--- src/mec_pkg.sv ---
// Package holding constants, types and the CRC step for the exception and CRC block.
package mec_pkg;

  // ****************************************************************
  // Codes and limits
  // ****************************************************************
  localparam logic [7:0] FC_READ_COILS = 8'h01;
  localparam logic [7:0] FC_READ_REGS = 8'h03;
  localparam logic [7:0] FC_WRITE_COIL = 8'h05;
  localparam logic [7:0] FC_DIAG = 8'h08;
  localparam logic [7:0] FC_WRITE_COILS = 8'h0F;
  localparam logic [7:0] FC_WRITE_REGS = 8'h10;
  localparam logic [7:0] FC_READ_WRITE = 8'h17;
  localparam logic [7:0] FC_EXC_FLAG = 8'h80;
  localparam logic [7:0] EXC_NONE = 8'h00;
  localparam logic [7:0] EXC_BAD_FC = 8'h01;
  localparam logic [7:0] EXC_BAD_ADDR = 8'h02;
  localparam logic [7:0] EXC_BAD_DATA = 8'h03;
  localparam logic [7:0] AREA_6000_HI = 8'h60;
  localparam logic [15:0] AREA_BASE = 16'h6000;
  localparam logic [15:0] AREA_READ_LAST = 16'h600F;
  localparam logic [15:0] AREA_WRITE_LAST = 16'h6007;
  localparam logic [15:0] RW_READ_MAX = 16'h0010;
  localparam logic [15:0] RW_WRITE_MAX = 16'h0008;
  localparam logic [15:0] COIL_ON = 16'hFF00;
  localparam logic [15:0] COIL_OFF = 16'h0000;
  localparam int REG_MAX_DEF = 16;
  localparam int COIL_MAX_DEF = 16;

  // ****************************************************************
  // CRC-16
  // ****************************************************************
  localparam logic [15:0] CRC_INIT = 16'hFFFF;
  localparam logic [15:0] CRC_POLY = 16'hA001;

  // ****************************************************************
  // Frame layout (byte index within the query)
  // ****************************************************************
  localparam logic [3:0] IX_STATION = 4'h0;
  localparam logic [3:0] IX_FC = 4'h1;
  localparam logic [3:0] IX_ADDR_H = 4'h2;
  localparam logic [3:0] IX_ADDR_L = 4'h3;
  localparam logic [3:0] IX_QTY_H = 4'h4;
  localparam logic [3:0] IX_QTY_L = 4'h5;
  localparam logic [3:0] IX_BCNT = 4'h6;
  localparam logic [3:0] IX_WADDR_H = 4'h6;
  localparam logic [3:0] IX_WADDR_L = 4'h7;
  localparam logic [3:0] IX_WQTY_H = 4'h8;
  localparam logic [3:0] IX_WQTY_L = 4'h9;
  localparam logic [3:0] IX_RW_BCNT = 4'hA;
  localparam logic [3:0] IX_MIN_LEN = 4'h4;
  localparam logic [2:0] TX_LAST = 3'h4;

  typedef enum {ST_RECV, ST_CHECK, ST_SEND} mec_state_type;

  typedef struct packed {
    logic [7:0] data;
    logic last;
  } mec_byte_type;

  typedef struct packed {
    logic [7:0] fc;
    logic [15:0] addr;
    logic [15:0] qty;
  } mec_query_type;

  function automatic logic [15:0] mec_crc_step(input logic [15:0] c, input logic [7:0] b);
    logic [15:0] t;
    t = c ^ {8'h00, b};
    for (int i = 0; i < 8; i++)
    begin
      t = t[0] ? ((t >> 1) ^ CRC_POLY) : (t >> 1);
    end
    return t;
  endfunction

endpackage

--- src/mec_core.sv ---
// Query checker, exception reply builder and CRC-16 engine for the serial slave.
`timescale 1ns/1ps

module mec_core #(
  parameter int REG_MAX = mec_pkg::REG_MAX_DEF,
  parameter int COIL_MAX = mec_pkg::COIL_MAX_DEF
) (
  // Clock, reset and enable
  input wire logic i_sys_clk,
  input wire logic i_rst_n,
  input wire logic i_clk_en,
  // Own station number
  input wire logic [7:0] i_station,
  // Received query bytes
  input wire logic i_rx_valid,
  input wire mec_pkg::mec_byte_type i_rx,
  output logic o_rx_ready,
  // Address map answers for o_map_addr; o_map_waddr has no answer
  output logic [15:0] o_map_addr,
  output logic [15:0] o_map_waddr,
  input wire logic i_map_reg_ok,
  input wire logic i_map_reg_wr_ok,
  input wire logic i_map_coil_ok,
  input wire logic i_map_coil_wr_ok,
  input wire logic i_value_ok,
  // Outcome of the check
  output logic o_accept,
  output logic o_drop,
  output mec_pkg::mec_query_type o_query,
  // Reply bytes
  output logic o_tx_valid,
  output mec_pkg::mec_byte_type o_tx,
  input wire logic i_tx_ready
);

  // ****************************************************************
  // State
  // ****************************************************************
  typedef struct packed {
    mec_pkg::mec_state_type st;
    logic [3:0] idx;
    logic [15:0] crc;
    logic [7:0] station;
    logic [7:0] fc;
    logic [15:0] addr;
    logic [15:0] qty;
    logic [15:0] waddr;
    logic [15:0] wqty;
    logic [7:0] bcnt;
    logic [7:0] rw_bcnt;
    logic [7:0] exc;
    logic [2:0] tx_idx;
    logic [15:0] tx_crc;
    logic [1:0][8:0] fifo;
    logic wr_ptr;
    logic rd_ptr;
    logic [1:0] cnt;
    logic accept;
    logic drop;
  } mec_core_type;

  mec_core_type r_reg;
  mec_core_type r_next;

  logic rx_fire;
  logic tx_fire;
  logic push;
  logic [7:0] push_byte;
  logic [7:0] exc_calc;
  logic fc_known;
  logic is_reg;
  logic is_coil;
  logic [15:0] coil_bytes;

  assign o_rx_ready = (r_reg.st == mec_pkg::ST_RECV);
  assign rx_fire = i_rx_valid && o_rx_ready && i_clk_en;
  assign o_tx_valid = (r_reg.cnt != 2'd0);
  assign o_tx = r_reg.fifo[r_reg.rd_ptr];
  assign tx_fire = o_tx_valid && i_tx_ready && i_clk_en;
  // Back-pressure: the reply stalls while both buffer entries are taken.
  assign push = (r_reg.st == mec_pkg::ST_SEND) && (r_reg.cnt != 2'd2) && i_clk_en;
  assign o_map_addr = r_reg.addr;
  assign o_map_waddr = r_reg.waddr;
  assign o_accept = r_reg.accept;
  assign o_drop = r_reg.drop;
  assign o_query = '{fc: r_reg.fc, addr: r_reg.addr, qty: r_reg.qty};

  // ****************************************************************
  // Query checks
  // ****************************************************************
  always_comb
  begin
    fc_known = (r_reg.fc == mec_pkg::FC_READ_COILS) || (r_reg.fc == mec_pkg::FC_READ_REGS) ||
      (r_reg.fc == mec_pkg::FC_WRITE_COIL) || (r_reg.fc == mec_pkg::FC_DIAG) ||
      (r_reg.fc == mec_pkg::FC_WRITE_COILS) || (r_reg.fc == mec_pkg::FC_WRITE_REGS) ||
      (r_reg.fc == mec_pkg::FC_READ_WRITE);
    is_reg = (r_reg.fc == mec_pkg::FC_READ_REGS) || (r_reg.fc == mec_pkg::FC_WRITE_REGS);
    is_coil = (r_reg.fc == mec_pkg::FC_READ_COILS) || (r_reg.fc == mec_pkg::FC_WRITE_COIL) ||
      (r_reg.fc == mec_pkg::FC_WRITE_COILS);
    coil_bytes = {3'b000, r_reg.qty[15:3]} + {15'h0000, (r_reg.qty[2:0] != 3'b000)};
    exc_calc = mec_pkg::EXC_NONE;
    if (!fc_known)
    begin
      exc_calc = mec_pkg::EXC_BAD_FC;
    end
    else if (is_reg)
    begin
      if (r_reg.addr[15:8] == mec_pkg::AREA_6000_HI &&
          ((r_reg.fc == mec_pkg::FC_READ_REGS && r_reg.addr > mec_pkg::AREA_READ_LAST) ||
           (r_reg.fc == mec_pkg::FC_WRITE_REGS && r_reg.addr > mec_pkg::AREA_WRITE_LAST)))
      begin
        exc_calc = mec_pkg::EXC_BAD_ADDR;
      end
      else if (!i_map_reg_ok)
      begin
        exc_calc = mec_pkg::EXC_BAD_ADDR;
      end
      else if (r_reg.fc == mec_pkg::FC_WRITE_REGS && !i_map_reg_wr_ok)
      begin
        exc_calc = mec_pkg::EXC_BAD_ADDR;
      end
      else if (r_reg.qty == 16'h0000 || r_reg.qty[0] || r_reg.qty > 16'(REG_MAX))
      begin
        exc_calc = mec_pkg::EXC_BAD_DATA;
      end
      else if (r_reg.fc == mec_pkg::FC_WRITE_REGS && {8'h00, r_reg.bcnt} != {r_reg.qty[14:0], 1'b0})
      begin
        exc_calc = mec_pkg::EXC_BAD_DATA;
      end
      else if (r_reg.fc == mec_pkg::FC_WRITE_REGS && !i_value_ok)
      begin
        exc_calc = mec_pkg::EXC_BAD_DATA;
      end
    end
    else if (is_coil)
    begin
      if (!i_map_coil_ok)
      begin
        exc_calc = mec_pkg::EXC_BAD_ADDR;
      end
      else if (r_reg.fc != mec_pkg::FC_READ_COILS && !i_map_coil_wr_ok)
      begin
        exc_calc = mec_pkg::EXC_BAD_ADDR;
      end
      else if (r_reg.fc == mec_pkg::FC_WRITE_COIL)
      begin
        // The single coil write carries a value where the others carry a count.
        if (r_reg.qty != mec_pkg::COIL_ON && r_reg.qty != mec_pkg::COIL_OFF)
        begin
          exc_calc = mec_pkg::EXC_BAD_DATA;
        end
      end
      else if (r_reg.qty == 16'h0000 || r_reg.qty > 16'(COIL_MAX))
      begin
        exc_calc = mec_pkg::EXC_BAD_DATA;
      end
      else if (r_reg.fc == mec_pkg::FC_WRITE_COILS && {8'h00, r_reg.bcnt} != coil_bytes)
      begin
        exc_calc = mec_pkg::EXC_BAD_DATA;
      end
    end
    else if (r_reg.fc == mec_pkg::FC_READ_WRITE)
    begin
      if (r_reg.waddr < mec_pkg::AREA_BASE || r_reg.waddr > mec_pkg::AREA_WRITE_LAST ||
          r_reg.addr < mec_pkg::AREA_BASE || r_reg.addr > mec_pkg::AREA_READ_LAST)
      begin
        exc_calc = mec_pkg::EXC_BAD_ADDR;
      end
      else if (r_reg.qty == 16'h0000 || r_reg.qty[0] || r_reg.wqty == 16'h0000 ||
               r_reg.wqty[0])
      begin
        exc_calc = mec_pkg::EXC_BAD_DATA;
      end
      else if (r_reg.qty > mec_pkg::RW_READ_MAX || r_reg.wqty > mec_pkg::RW_WRITE_MAX)
      begin
        exc_calc = mec_pkg::EXC_BAD_DATA;
      end
      else if ({8'h00, r_reg.rw_bcnt} != {r_reg.wqty[14:0], 1'b0})
      begin
        exc_calc = mec_pkg::EXC_BAD_DATA;
      end
    end
  end

  // ****************************************************************
  // Reply byte selection
  // ****************************************************************
  always_comb
  begin
    case (r_reg.tx_idx)
      3'd0: push_byte = r_reg.station;
      3'd1: push_byte = r_reg.fc | mec_pkg::FC_EXC_FLAG;
      3'd2: push_byte = r_reg.exc;
      3'd3: push_byte = r_reg.tx_crc[7:0];
      default: push_byte = r_reg.tx_crc[15:8];
    endcase
  end

  // ****************************************************************
  // Next state
  // ****************************************************************
  always_comb
  begin
    r_next = r_reg;
    if (tx_fire)
    begin
      r_next.rd_ptr = ~r_reg.rd_ptr;
    end
    if (push)
    begin
      r_next.fifo[r_reg.wr_ptr] = {push_byte, r_reg.tx_idx == mec_pkg::TX_LAST};
      r_next.wr_ptr = ~r_reg.wr_ptr;
    end
    r_next.cnt = r_reg.cnt + 2'(push) - 2'(tx_fire);
    if (i_clk_en)
    begin
      r_next.accept = 1'b0;
      r_next.drop = 1'b0;
      case (r_reg.st)
        mec_pkg::ST_RECV:
        begin
          if (rx_fire)
          begin
            // Checking the residue over the whole frame, CRC bytes included, is
            // equivalent to comparing the CRC of the data bytes; it ends at zero.
            r_next.crc = mec_pkg::mec_crc_step(r_reg.crc, i_rx.data);
            if (r_reg.idx != 4'hF)
            begin
              r_next.idx = r_reg.idx + 4'h1;
            end
            case (r_reg.idx)
              mec_pkg::IX_STATION: r_next.station = i_rx.data;
              mec_pkg::IX_FC: r_next.fc = i_rx.data;
              mec_pkg::IX_ADDR_H: r_next.addr[15:8] = i_rx.data;
              mec_pkg::IX_ADDR_L: r_next.addr[7:0] = i_rx.data;
              mec_pkg::IX_QTY_H: r_next.qty[15:8] = i_rx.data;
              mec_pkg::IX_QTY_L: r_next.qty[7:0] = i_rx.data;
              mec_pkg::IX_WADDR_H:
              begin
                r_next.bcnt = i_rx.data;
                r_next.waddr[15:8] = i_rx.data;
              end
              mec_pkg::IX_WADDR_L: r_next.waddr[7:0] = i_rx.data;
              mec_pkg::IX_WQTY_H: r_next.wqty[15:8] = i_rx.data;
              mec_pkg::IX_WQTY_L: r_next.wqty[7:0] = i_rx.data;
              mec_pkg::IX_RW_BCNT: r_next.rw_bcnt = i_rx.data;
              default:
              begin
              end
            endcase
            if (i_rx.last)
            begin
              r_next.st = mec_pkg::ST_CHECK;
            end
          end
        end
        mec_pkg::ST_CHECK:
        begin
          r_next.idx = 4'h0;
          r_next.crc = mec_pkg::CRC_INIT;
          r_next.tx_idx = 3'd0;
          r_next.tx_crc = mec_pkg::CRC_INIT;
          r_next.exc = exc_calc;
          if (r_reg.crc != 16'h0000 || r_reg.idx < mec_pkg::IX_MIN_LEN ||
              r_reg.station != i_station)
          begin
            r_next.drop = 1'b1;
            r_next.st = mec_pkg::ST_RECV;
          end
          else if (exc_calc == mec_pkg::EXC_NONE)
          begin
            r_next.accept = 1'b1;
            r_next.st = mec_pkg::ST_RECV;
          end
          else
          begin
            r_next.st = mec_pkg::ST_SEND;
          end
        end
        default:
        begin
          if (push)
          begin
            r_next.tx_idx = r_reg.tx_idx + 3'd1;
            if (r_reg.tx_idx < 3'd3)
            begin
              r_next.tx_crc = mec_pkg::mec_crc_step(r_reg.tx_crc, push_byte);
            end
            if (r_reg.tx_idx == mec_pkg::TX_LAST)
            begin
              r_next.st = mec_pkg::ST_RECV;
            end
          end
        end
      endcase
    end
  end

  always_ff @(posedge i_sys_clk or negedge i_rst_n)
  begin
    if (!i_rst_n)
    begin
      r_reg <= '{st: mec_pkg::ST_RECV, crc: mec_pkg::CRC_INIT, tx_crc: mec_pkg::CRC_INIT,
                 default: '0};
    end
    else
    begin
      r_reg <= r_next;
    end
  end
endmodule

--- config.mk ---
export PLATFORM = sky130hd
export DESIGN_NAME = mec_core
export DESIGN_NICKNAME = d
export VERILOG_FILES = /design/src/mec_pkg.sv /design/src/mec_core.sv
export SDC_FILE = /design/constraint.sdc
export NUM_CORES = 1
export LEC_CHECK = 0
export CAP_MARGIN = 20
export CORE_AREA = 2 2 141 143
export CTS_CLUSTER_SIZE = 24
export DETAILED_ROUTE_END_ITERATION = 10
export DIE_AREA = 0 0 143 145
export DONT_BUFFER_PORTS = 1
export GPL_TIMING_DRIVEN = 1
export HOLD_SLACK_MARGIN = 0.1
export PLACE_DENSITY = 0.68
export SYNTH_ARGS = -nofsm -noshare
export SYNTH_HDL_FRONTEND = slang
export SYNTH_SLANG_ARGS = --single-unit
--- constraint.sdc ---
create_clock -name i_sys_clk -period 5.1 [get_ports i_sys_clk]
set_clock_uncertainty 0.2 [all_clocks]
set_input_delay 1.02 -clock i_sys_clk [delete_from_list [all_inputs] [get_ports i_sys_clk]]
set_output_delay 1.02 -clock i_sys_clk [all_outputs]
set_load 0.005 [all_outputs]
==> impl_results.md <==
* Crit path kind: reg2reg
* Ranking of synthesized cells by area: dfrtp_1, mux2_2, dfstp_2
* Reg2Reg Depth at 10
* Share of layout cells above drive strength 1 at 0.242
* Cell area power density at around 600 nW/um^2
* Slew @ Worst Pin at 818 ps
* Int Power at between 0.003 and 0.004 W
* Cell variety after synth at 60
* Die H at around 150 um
* Cell with the most instances after synthesis: dfrtp_1
* Drt total wl at between 20 and 25 mm
* Clk network pwr share at 0.264
* FF+latch count, synth at about 160
* Clock net sink count at ~160
* Resized Gates After CTS at 0
* Asr flop ratio synth at 1.00
* WP data arrival at roughly 3700 ps
* Global-route usage over all layers at 0.205
* YS warnings at 0
* Net Sw Frac at 0.350
* Worst vdd ir at between 0.2 and 0.3 mV
* Register area share after synthesis at 0.460
* Multi-input logic area at 3870 sq um
* Leak Pwr at ~3.8 nW
* EDFF count, synth at 0
* CP Capture Type: register
* CP bufs+invs at 1
* Final Hold Fails at 0
* R2r endpoint: r_reg[24]
* Crit-path max FO at 10
* Root buffer cell: clkbuf_16
* Longest Clk Path Bufs at 2
* Worst Hold Class: in2async
* Top post-synthesis cells by count: dfrtp_1, mux2_2, nand2_1, buf_4, xnor2_1
* WL/cell at between 20 and 25 um
* # nets final at between 700 and 800
* Slew headroom at 0.441
* CTS tree: yes
* Synth top area share at 0.362
* Hold buffers post-CTS at 1
* Switching pwr at 0.00181 W
* Mapped Cells at 795
* CTS H-tree depth at 4
* Worst Setup Slack, final at ~1600 ps
* Number of setup buffers added after CTS at 0
* Vias per cell at about 5.6
* Total gr overflow at 0
* Most used cell, CP: xnor3_1
* Largest net degree at the start of global routing at approximately 120
* Die W at between 100 and 150 um
* Max-slew violations at 0
* Pre-CTS WS at approximately 1600 ps
* Syn nets at 835
* Sequential Power Share at 0.432
* Worst setup SP type: register
* Initial DRC Count at 421
* Total CTS buffers at 17
* RSZ-0062 raised after global routing: no
* Slowest stage delay, CP at between 400 and 500 ps
* Io pins at 112
* IO buf count at 0
* Synth Flop Type: dfrtp_1
* Routability Congestion at between 0.8 and 0.9
* First-pass GRT wire length at about 32 mm
* Reg2Reg Setup Slack at between 1500 and 2000 ps
* Vias at between 5000 and 6000
* Tmin final at between 3000 and 4000 ps
* Vias in the first global route at ~5600
* CORE AREA at just under 20000 sq um
* Tcrit/Tclk final at 0.690
* Setup TNS at 0 ps
* Fill cells at approximately 1800
* Initial Util at 0.443
* Drt drc at 0
* CP required at 5250 ps
* Max reg flops at around 110
* Hpwl dp at roughly 14 mm
* Reg clk slew, reported paths at 60 ps
* Row Count at 51
* Comb power frac at 0.305
* Clock Latency Late Sink at between 400 and 500 ps
* Reg area at 3920 sq um
* Detailed-router iteration count before antenna repair at 6
* Critical path's slowest cell: or3_1
* Initial antenna violation count at 1
* Synthesized cell area at ~8500 sq um
* CP top delay family: XOR/XNOR gates
* Status: completed
* Area leader, netlist: dfrtp_1
* Syn avg cell area at roughly 11 sq um
* Critical path cell sequence: inv_1 -> ha_1 -> or3_1 -> a21o_1 -> a21oi_1 -> xnor2_1 -> xnor3_1 -> xnor3_1 -> xnor3_1 -> o21ai_1
* Post-route ant nets at 0
* Max cap viols at 0
* Reg-to-reg startpoint: r_reg[40]
* Fmax achieved at about 280 MHz
* Area Growth Syn to Fin at 4.07%
* Die area at roughly 21000 sq um
* Final setup vio count at 0
-- power groups by stage --
stage / logic, W / registers (W) / clock network (W)
after floorplan: 0.00175 / 0.00196 / 0
after global placement: 0.00152 / 0.00225 / 0
after detailed placement: 0.00155 / 0.00226 / 0
after CTS: 0.00158 / 0.00224 / 0.00139
after global routing: 0.00175 / 0.00231 / 0.00144
final: 0.00158 / 0.00224 / 0.00137
-- how the worst max path moves through the flow --
stage | depth (start not counted) | endpoint | start
4_1_cts | 10 | r_reg[24] | r_reg[40]
3_5_place_dp | 10 | r_reg[24] | r_reg[40]
5_1_grt | 9 | r_reg[24] | r_reg[42]
2_1_floorplan | 12 | r_reg[24] | r_reg[40]
6_report | 10 | r_reg[24] | r_reg[40]
3_3_place_gp | 10 | r_reg[24] | r_reg[40]
-- stage by stage --
step | std cells | instance area [sq um] | hold WS [ps] | total power, W | util
after floorplan | 795 | 8510 | 240 | 0.00371 | -
after global placement | 954 | 8170 | 255 | 0.00377 | 0.425
after detailed placement | 955 | 8180 | 260 | 0.00380 | 0.426
after CTS | 988 | 8850 | 218 | 0.00521 | 0.461
after global routing | 988 | 8850 | 208 | 0.00550 | 0.461
final | 989 | 8860 | 231 | 0.00518 | 0.461
-- layout make-up --
type,count,share of cell area
Sequential cell,155,0.442
Clock buffer,20,0.0516
Inverter,12,0.00509
Multi-Input combinational cell,521,0.437
Antenna cell,1,0.000283
Clock inverter,12,0.0210
Timing Repair Buffer,3,0.00565
Tap cell,265,0.0374
-- worst register-to-register path: cells and delay by family, from the launching register on --
family	cells	cell delay [ps]
and+or+nand+nor	1	470
adders and majority gates	1	260
AOI/OAI and AO/OA	3	790
buffers and inverters	1	90
DFF	1	420
xor gates and xnor gates	4	1230
-- cells in the final DEF (no fill, tap or decap), types with 3 or more instances in the layout --
cell	Yosys	final
a211oi_1	7	7
a21o_1	3	3
a21oi_1	30	30
a222oi_1	7	7
a31oi_1	3	3
and3_1	5	5
and4_1	3	3
bufinv_16	0	4
clkbuf_16	0	17
clkinv_4	0	4
dfrtp_1	123	123
dfstp_2	32	32
ha_1	13	13
inv_1	10	10
inv_6	0	3
mux2_2	104	104
nand2_1	74	74
nand2b_1	7	7
nand3_1	13	13
nand4_1	13	13
nor2_1	22	22
nor2b_1	5	5
nor3_1	29	29
nor3b_1	3	3
nor4_1	17	17
o211ai_1	3	3
o21ai_0	41	41
o31ai_1	3	3
or3_1	6	6
or4_1	5	5
xnor2_1	51	51
xnor3_1	3	3
xor2_1	17	17
-- per-layer routing --
metal / vias up / part of all wire / global-route usage
met5: - / 0 / 0
met4: 0 / 0.027 / 0.0738
met3: 39 / 0.076 / 0.0663
met2: 160 / 0.47 / 0.321
met1: 2788 / 0.42 / 0.266
li1: 2598 / - / -
-- logic make-up after synthesis --
group | synth area share
adders and majority gates | 0.0191
muxes | 0.141
buffers and inverters | 0.0853
DFF | 0.460
and+or+nand+nor | 0.125
AOI/OAI and AO/OA | 0.0869
xor gates and xnor gates | 0.0831
Note: power is estimated with default switching activity, not from simulation.
